[src/rtl/kisc_pkg.sv]
// Constants and types shared by the keyboard interrupt status/control block
package kisc_pkg;
    // Sources: port A pins, then auto wakeup at the top index
    localparam int KISC_PINS = 6;
    localparam int KISC_SRC = KISC_PINS + 1;
    localparam int KISC_AWU_IDX = KISC_PINS;
    typedef logic [7:0] kisc_byte_t;
    typedef logic [15:0] kisc_addr_t;
    typedef logic [KISC_SRC-1:0] kisc_src_t;
    ////////////////////////////////////////////////////////////////////////
    // Register addresses
    localparam kisc_addr_t KISC_STATUS_ADDR = 16'h001A;
    localparam kisc_addr_t KISC_ENABLE_ADDR = 16'h001B;
    localparam kisc_addr_t KISC_BREAK_ADDR = 16'h001C;
    localparam kisc_addr_t KISC_EVT_ADDR = 16'h001D;
    localparam kisc_addr_t KISC_EVMASK_ADDR = 16'h001E;
    ////////////////////////////////////////////////////////////////////////
    // Status/control field positions
    localparam int KISC_MODE_BIT = 0;
    localparam int KISC_IMASK_BIT = 1;
    localparam int KISC_ACK_BIT = 2;
    localparam int KISC_FLAG_BIT = 3;
    localparam int KISC_UPPER_LSB = 4;
    localparam int KISC_UPPER_MSB = 7;
    localparam int KISC_BREAK_FLAG_CLEAR_ENABLE_BIT = 0;
    ////////////////////////////////////////////////////////////////////////
    // Event status: new latch, refused acknowledge
    localparam int KISC_EVT_W = 2;
    localparam int KISC_EVT_LATCH = 0;
    localparam int KISC_EVT_REFUSED = 1;
    typedef logic [KISC_EVT_W-1:0] kisc_evt_t;
    ////////////////////////////////////////////////////////////////////////
    // Reset values
    localparam kisc_byte_t KISC_RESET_BYTE = 8'h00;
    localparam kisc_src_t KISC_ENABLE_RESET = 7'h00;
    localparam kisc_evt_t KISC_EVT_RESET = 2'h0;
    localparam logic KISC_BIT_RESET = 1'b0;
    localparam logic KISC_PIN_IDLE = 1'b1;
endpackage

[src/rtl/kisc_evt_if.sv]
// Event status and mask signals between the top and its event register
`timescale 1ns/10ps
interface kisc_evt_if;
    import kisc_pkg::*;
    kisc_evt_t set;
    kisc_evt_t clr;
    kisc_evt_t mask_wdata;
    logic mask_we;
    kisc_evt_t status;
    kisc_evt_t mask;
    modport owner (
        input set, clr, mask_wdata, mask_we,
        output status, mask
    );
    modport user (
        output set, clr, mask_wdata, mask_we,
        input status, mask
    );
endinterface

[src/rtl/kisc_evt_regs.sv]
// Sticky event status with write-one-to-clear and mask
`timescale 1ns/10ps
module kisc_evt_regs (
    // Clock and reset
    input wire logic sys_clk,
    input wire logic reset_n,
    // Event carrier
    kisc_evt_if.owner ev
);
    import kisc_pkg::*;
    kisc_evt_t status_reg;
    kisc_evt_t mask_reg;

    // Set wins over a clear in the same cycle
    always_ff @(posedge sys_clk or negedge reset_n) begin
        if (!reset_n) begin
            status_reg <= KISC_EVT_RESET;
        end else begin
            status_reg <= (status_reg & ~ev.clr) | ev.set;
        end
    end

    always_ff @(posedge sys_clk or negedge reset_n) begin
        if (!reset_n) begin
            mask_reg <= KISC_EVT_RESET;
        end else if (ev.mask_we) begin
            mask_reg <= ev.mask_wdata;
        end
    end

    assign ev.status = status_reg;
    assign ev.mask = mask_reg;
endmodule

[src/rtl/kisc_pin_detect.sv]
// Input synchroniser with falling edge and low level detection
`timescale 1ns/10ps
module kisc_pin_detect (
    // Clock and reset
    input wire logic sys_clk,
    input wire logic reset_n,
    // Asynchronous active-low input
    input wire logic pin_n,
    // Detection results
    output logic fall,
    output logic low
);
    import kisc_pkg::*;
    logic sync1_reg;
    logic sync2_reg;
    logic prev_reg;

    // RULE10: two-flop input sync
    always_ff @(posedge sys_clk or negedge reset_n) begin
        if (!reset_n) begin
            sync1_reg <= KISC_PIN_IDLE;
            sync2_reg <= KISC_PIN_IDLE;
            prev_reg <= KISC_PIN_IDLE;
        end else begin
            sync1_reg <= pin_n;
            sync2_reg <= sync1_reg;
            prev_reg <= sync2_reg;
        end
    end

    assign fall = prev_reg & ~sync2_reg;
    assign low = ~sync2_reg;
endmodule

[src/rtl/kisc_top.sv]
// Keyboard interrupt status and control block with register port
// Operation
// RULE1: Upper four status bits read zero
// RULE2: Pending flag shows latched keyboard request
// RULE3: Reset clears the pending flag
// RULE4: Writing acknowledge one clears latch; zero nothing
// RULE5: Acknowledge bit stores nothing, reads zero
// RULE6: Mask bit blocks the CPU request
// RULE7: Sensitivity bit adds low levels to edges
// RULE8: Reset clears mask and sensitivity bits
// RULE9: Acknowledge ignored in break unless enabled
// RULE10: Inputs synchronised; new request beats acknowledge
`timescale 1ns/10ps
module kisc_top (
    // Clock and reset
    input wire logic sys_clk,
    input wire logic reset_n,
    // Register port
    input wire kisc_pkg::kisc_addr_t reg_addr,
    input wire kisc_pkg::kisc_byte_t reg_wdata,
    input wire logic reg_wr,
    input wire logic reg_rd,
    output kisc_pkg::kisc_byte_t reg_rdata,
    // Keyboard pins and auto wakeup, active low
    input wire logic [kisc_pkg::KISC_PINS-1:0] kbd_pin_n,
    input wire logic awu_req_n,
    // Debugger break state
    input wire logic break_state,
    // Interrupt outputs
    output logic kbd_irq,
    output logic evt_irq
);
    import kisc_pkg::*;

    ////////////////////////////////////////////////////////////////////////
    // Control and status state
    logic kbd_request_mask_reg;
    logic kbd_level_sensitive_reg;
    logic kbd_pending_flag_reg;
    logic kbd_pending_flag_next;
    logic break_flag_clear_enable_reg;
    kisc_src_t enable_reg;
    kisc_byte_t rdata_reg;
    kisc_byte_t rdata_next;
    logic kbd_irq_reg;
    logic evt_irq_reg;

    ////////////////////////////////////////////////////////////////////////
    // Address decode
    logic sel_status;
    logic sel_enable;
    logic sel_break;
    logic sel_evt;
    logic sel_evmask;
    logic wr_status;
    logic ack_write;
    logic ack_taken;
    logic ack_refused;

    assign sel_status = (reg_addr == KISC_STATUS_ADDR);
    assign sel_enable = (reg_addr == KISC_ENABLE_ADDR);
    assign sel_break = (reg_addr == KISC_BREAK_ADDR);
    assign sel_evt = (reg_addr == KISC_EVT_ADDR);
    assign sel_evmask = (reg_addr == KISC_EVMASK_ADDR);
    assign wr_status = reg_wr & sel_status;
    assign ack_write = wr_status & reg_wdata[KISC_ACK_BIT];

    // RULE9: break state gates acknowledge
    assign ack_taken = ack_write & (~break_state | break_flag_clear_enable_reg);
    assign ack_refused = ack_write & ~ack_taken;

    ////////////////////////////////////////////////////////////////////////
    // Input detection
    kisc_src_t src_n;
    kisc_src_t src_fall;
    kisc_src_t src_low;
    kisc_src_t src_hit;
    logic set_req;

    assign src_n = {awu_req_n, kbd_pin_n};

    // RULE10: every source synchronised first
    genvar gi;
    generate
        for (gi = 0; gi < KISC_SRC; gi++) begin : g_src
            kisc_pin_detect u_det (
                .sys_clk(sys_clk),
                .reset_n(reset_n),
                .pin_n(src_n[gi]),
                .fall(src_fall[gi]),
                .low(src_low[gi])
            );
        end
    endgenerate

    // RULE7: edges always, low levels in level mode
    assign src_hit = src_fall | ({KISC_SRC{kbd_level_sensitive_reg}} & src_low);
    assign set_req = |(enable_reg & src_hit);

    ////////////////////////////////////////////////////////////////////////
    // Pending latch
    // RULE10: new request wins over acknowledge
    always_comb begin
        kbd_pending_flag_next = kbd_pending_flag_reg;
        if (set_req) begin
            kbd_pending_flag_next = 1'b1;
        end else if (ack_taken) begin
            // RULE4: acknowledge clears latch
            kbd_pending_flag_next = 1'b0;
        end
    end

    // RULE3: reset clears pending
    always_ff @(posedge sys_clk or negedge reset_n) begin
        if (!reset_n) begin
            kbd_pending_flag_reg <= KISC_BIT_RESET;
        end else begin
            // RULE2: pending follows latched request
            kbd_pending_flag_reg <= kbd_pending_flag_next;
        end
    end

    ////////////////////////////////////////////////////////////////////////
    // Mask and sensitivity bits
    // RULE8: both cleared by reset
    always_ff @(posedge sys_clk or negedge reset_n) begin
        if (!reset_n) begin
            kbd_request_mask_reg <= KISC_BIT_RESET;
            kbd_level_sensitive_reg <= KISC_BIT_RESET;
        end else if (wr_status) begin
            kbd_request_mask_reg <= reg_wdata[KISC_IMASK_BIT];
            kbd_level_sensitive_reg <= reg_wdata[KISC_MODE_BIT];
        end
    end

    // Source enables
    always_ff @(posedge sys_clk or negedge reset_n) begin
        if (!reset_n) begin
            enable_reg <= KISC_ENABLE_RESET;
        end else if (reg_wr & sel_enable) begin
            enable_reg <= reg_wdata[KISC_SRC-1:0];
        end
    end

    // Break flag clear enable, default off
    always_ff @(posedge sys_clk or negedge reset_n) begin
        if (!reset_n) begin
            break_flag_clear_enable_reg <= KISC_BIT_RESET;
        end else if (reg_wr & sel_break) begin
            break_flag_clear_enable_reg <= reg_wdata[KISC_BREAK_FLAG_CLEAR_ENABLE_BIT];
        end
    end

    ////////////////////////////////////////////////////////////////////////
    // Event status and mask
    kisc_evt_if ev ();
    kisc_evt_t evt_set;

    always_comb begin
        evt_set = KISC_EVT_RESET;
        evt_set[KISC_EVT_LATCH] = set_req & ~kbd_pending_flag_reg;
        evt_set[KISC_EVT_REFUSED] = ack_refused;
    end

    assign ev.set = evt_set;
    assign ev.clr = (reg_wr & sel_evt) ? reg_wdata[KISC_EVT_W-1:0] : KISC_EVT_RESET;
    assign ev.mask_we = reg_wr & sel_evmask;
    assign ev.mask_wdata = reg_wdata[KISC_EVT_W-1:0];

    kisc_evt_regs u_evt (
        .sys_clk(sys_clk),
        .reset_n(reset_n),
        .ev(ev)
    );

    ////////////////////////////////////////////////////////////////////////
    // Interrupt outputs
    // RULE6: mask gates the CPU request
    always_ff @(posedge sys_clk or negedge reset_n) begin
        if (!reset_n) begin
            kbd_irq_reg <= KISC_BIT_RESET;
        end else begin
            kbd_irq_reg <= kbd_pending_flag_reg & ~kbd_request_mask_reg;
        end
    end

    always_ff @(posedge sys_clk or negedge reset_n) begin
        if (!reset_n) begin
            evt_irq_reg <= KISC_BIT_RESET;
        end else begin
            evt_irq_reg <= |(ev.status & ev.mask);
        end
    end

    ////////////////////////////////////////////////////////////////////////
    // Read data, one cycle after the strobe
    always_comb begin
        rdata_next = KISC_RESET_BYTE;
        if (sel_status) begin
            // RULE1: upper bits stay zero
            // RULE5: acknowledge position reads zero
            rdata_next[KISC_FLAG_BIT] = kbd_pending_flag_reg;
            rdata_next[KISC_IMASK_BIT] = kbd_request_mask_reg;
            rdata_next[KISC_MODE_BIT] = kbd_level_sensitive_reg;
        end else if (sel_enable) begin
            rdata_next[KISC_SRC-1:0] = enable_reg;
        end else if (sel_break) begin
            rdata_next[KISC_BREAK_FLAG_CLEAR_ENABLE_BIT] = break_flag_clear_enable_reg;
        end else if (sel_evt) begin
            rdata_next[KISC_EVT_W-1:0] = ev.status;
        end else if (sel_evmask) begin
            rdata_next[KISC_EVT_W-1:0] = ev.mask;
        end
    end

    // Data stand only in the cycle after the read
    always_ff @(posedge sys_clk or negedge reset_n) begin
        if (!reset_n) begin
            rdata_reg <= KISC_RESET_BYTE;
        end else if (reg_rd) begin
            rdata_reg <= rdata_next;
        end else begin
            rdata_reg <= KISC_RESET_BYTE;
        end
    end

    assign reg_rdata = rdata_reg;
    assign kbd_irq = kbd_irq_reg;
    assign evt_irq = evt_irq_reg;
endmodule

[config.mk]
export PLATFORM = sky130hd
export DESIGN_NAME = kisc_top
export DESIGN_NICKNAME = d
export VERILOG_FILES = /design/src/rtl/kisc_pkg.sv /design/src/rtl/kisc_evt_if.sv /design/src/rtl/kisc_evt_regs.sv /design/src/rtl/kisc_pin_detect.sv /design/src/rtl/kisc_top.sv
export SDC_FILE = /design/constraint.sdc
export NUM_CORES = 1
export LEC_CHECK = 0
export BUFFER_PORTS_ARGS = -buffer_cell sky130_fd_sc_hd__buf_4
export CAP_MARGIN = 40
export CORE_ASPECT_RATIO = 0.8
export CORE_UTILIZATION = 30
export CTS_BUF_LIST = sky130_fd_sc_hd__clkbuf_16
export DETAILED_ROUTE_END_ITERATION = 6
export MAX_ROUTING_LAYER = met4
export PLACE_DENSITY = 0.53
export SLEW_MARGIN = 20
export SYNTH_ARGS = -nofsm -noshare
export SYNTH_HDL_FRONTEND = slang
export SYNTH_SLANG_ARGS = --single-unit
[constraint.sdc]
create_clock -name sys_clk -period 1.5 [get_ports sys_clk]
set_input_delay 0 -clock sys_clk [delete_from_list [all_inputs] [get_ports sys_clk]]
set_output_delay 0 -clock sys_clk [all_outputs]
set_load 0.05 [all_outputs]
==> flow_metrics.py <==
metrics = {
    "detailed_routing": {
        "wire_per_inst_um": 13.1,
        "viasPerCell": 4.58,
        "num_vias": 1286,
        "ant_nets": 0,
        "drc": 0,
        "routed_wirelength_um": 3670,
        "first_pass_iters": 4,
        "drt_iter0_drc": 40,
    },
    "grt": {
        "grt_pass1_vias": 1302,
        "overflow": 0,
        "antenna_found_initial": 0,
        "grt_pass1_wl_um": 6030,
        "grt_max_degree": 46,
        "grt_usage": 0.129,
    },
    "logic_synthesis": {
        "yosysUniqueCellTypes": 40,
        "syn_area_per_cell_um2": 13.7,
        "netlist_instances": 133,
        "synth_largest_area_cell": "dfrtp_1",
        "synth-seq-cells": 45,
        "yosys_warnings": 0,
        "synth_most_common_cell": "dfrtp_1",
        "netlist_top_cells_count": "dfrtp_1 (24), dfstp_2 (21), mux2_2 (14), nand2b_1 (8)",
        "synth-edff-count": 0,
        "synth_area_um2": 1820,
        "async_flop_share": 1.00,
        "synth.area.top_cells": "dfrtp_1 (33%), dfstp_2 (30%), mux2_2 (8.6%), nand2b_1 (2.7%), and4_1 (1.9%)",
        "syn_nets": 169,
        "yosysTopAreaCellShare": 0.329,
        "synth_flop_cell": "dfrtp_1",
        "yosysSeqAreaShare": 0.632,
    },
    "cells_and_area": {
        "n_fill_cell": 577,
        "area_growth_pct": 42.9,
        "antenna_cells": 0,
        "layout-drive-gt1-share": 0.505,
        "post-route-cell-area_um2": 2610,
        "stdcell_count": 281,
        "final_nets": 235,
    },
    "setup_path": {
        "crit_chain": "nand3b_1 > o221ai_1 > a2111oi_4 > buf_4 > o2bb2ai_2",
        "start_kind": "flop",
        "r2r.worst_path.cells": 5,
        "critPathMaxStageDelay_ns": 0.54,
        "critPathArrivalTime_ns": 1.61,
        "cp-startpoint": "g_src[1].u_det.sync2_reg",
        "path_buf_inv": 1,
        "endpoint_kind": "flop",
        "crit_fanout": 3,
        "cp.required_ns": 1.67,
        "path_depth": 5,
        "slowest_stage": "dfstp_2",
        "cp-endpoint": "u_evt.ev.status[0]",
        "r2r_end": "u_evt.ev.status[0]",
        "r2r_start": "g_src[1].u_det.sync2_reg",
        "path_delay_family": "flip-flops",
        "reg2reg_slack_ns": 0.05,
        "critical_path_class": "flop to flop",
    },
    "worst_hold_path": {
        "min-delay-start": "reg_addr[2]",
        "hold_class": "input port to flop",
    },
    "sta": {
        "relSlewSlack": 0.637,
        "max_freq_mhz": 692,
        "final-setup-viol-count": 0,
        "min_period_ns": 1.45,
        "tightest_slew_ns": 0.545,
        "clock_skew_ns": 0.00438,
        "finalMaxSlewViolations": 0,
        "rsz0062_at_grt": "yes",
        "min_period_over_period": 0.964,
        "finalHoldViolations": 0,
    },
    "place": {
        "gp_congestion": 0.804,
        "io_buffers": 43,
        "dp_cells": 257,
        "hpwlAfterDp_um": 2710,
        "dpl_cell_area_um2": 2260,
    },
    "power_and_ir_drop": {
        "leakagePower_nw": 1.18,
        "peakVddDrop_mv": 0.564,
        "power_density_nw_per_um2": 951,
    },
    "clock_network": {
        "cts.sinks": 45,
        "cts-root-buf": "clkbuf_16",
        "numCtsBuffers": 5,
        "clk_latency_ns": 0.28,
        "htreeDepth": 2,
        "cts_tree": "yes",
        "clkTransAtPathRegs_ns": 0.06,
        "cts_buffer_depth": 2,
    },
    "outcome": {
        "outcome": "complete, no violations",
    },
    "floorplan": {
        "die_x_um": 89.2,
        "die_y_um": 71.7,
        "pin_count": 46,
        "placementRows": 25,
        "coreArea_um2": 5880,
        "start_util": 0.310,
        "die_area_um2": 6400,
    },
    "flow_run": {
        "drv_cap": 0,
    },
}
==> worst min-delay path by stage <==
stage	depth (start not counted)	end	slack, ns
finish	3	reg_rdata[1]	0.02
global route	3	reg_rdata[1]	0.04
CTS	2	enable_reg[0]	0.002
detailed placement	1	reg_rdata[4]	0.03
global placement	1	reg_rdata[2]	0.02
floorplan	0	break_flag_clear_enable_reg	-0.30
==> area by class of cell <==
class	instances	area [um2]	area share
inverters	6	22.5	0.00864
clock inverters	3	13.8	0.00528
clock buffers	5	125	0.0480
flip-flops and latches	45	1150	0.442
multi-input cells	78	679	0.261
repair buffers	63	513	0.197
well taps	81	101	0.0389
==> cells by family after synthesis <==
logic type,synth area share
compound gates,0.0604
simple gates,0.191
other cells,0.00206
flops,0.632
buf+inv,0.0233
mux,0.0919
==> what timing repair did <==
item,CTS,global route
gates resized for setup,2,6
setup buffers,0,0
hold buffers,15,1
endpoints found under the setup margin,2,2
hold endpoints to repair,39,1
pin swaps,1,3
==> worst reg2reg max path, stage by stage (launching register included) <==
cell and delay (ns):
dfstp_2 0.54, nand3b_1 0.11, o221ai_1 0.16, a2111oi_4 0.31, buf_4 0.18, o2bb2ai_2 0.05
==> report_power, final <==
part	switching, W	internal, W	leakage, nW
combinational	0.0000853	0.000108	0.561
sequential	0.00000998	0.00127	0.541
clock	0.000406	0.000603	0.0748
==> cells in the final DEF (no fill, tap or decap), types with 4 or more instances in the layout <==
cell type      count
dlygate4sd3_1     16
dfrtp_1           24
buf_4             47
clkbuf_16          5
inv_1              7
mux2_2            14
dfstp_2           21
and4_1             4
nor2_1             6
nand2b_1           5
nand3_1            5
nor2b_1            5
==> metrics by stage <==
step           setup TNS (ns)  power [W]  utilization  setup slack, ns  hold slack (ns)
2_1_floorplan               0    0.00134            -           0.0760           -0.296
3_3_place_gp           -0.179    0.00145        0.384          -0.0650           0.0172
3_5_place_dp           -0.669    0.00145        0.384           -0.128           0.0265
4_1_cts                     0    0.00251        0.434           0.0346          0.00248
5_1_grt               -0.0568    0.00259        0.443          -0.0296           0.0382
6_report                    0    0.00248        0.443           0.0546           0.0189
==> metal layers <==
metal  wire length [um]  vias up  GRT usage  part of all wire
met5                  0        -          -                 0
met4                 47        0     0.0476             0.013
met3                151        7     0.0369             0.041
met2               1910       26      0.207              0.52
met1               1570      640      0.154              0.43
li1                   -      613          -                 -
No activity file was read; power rests on OpenSTA's default activity.
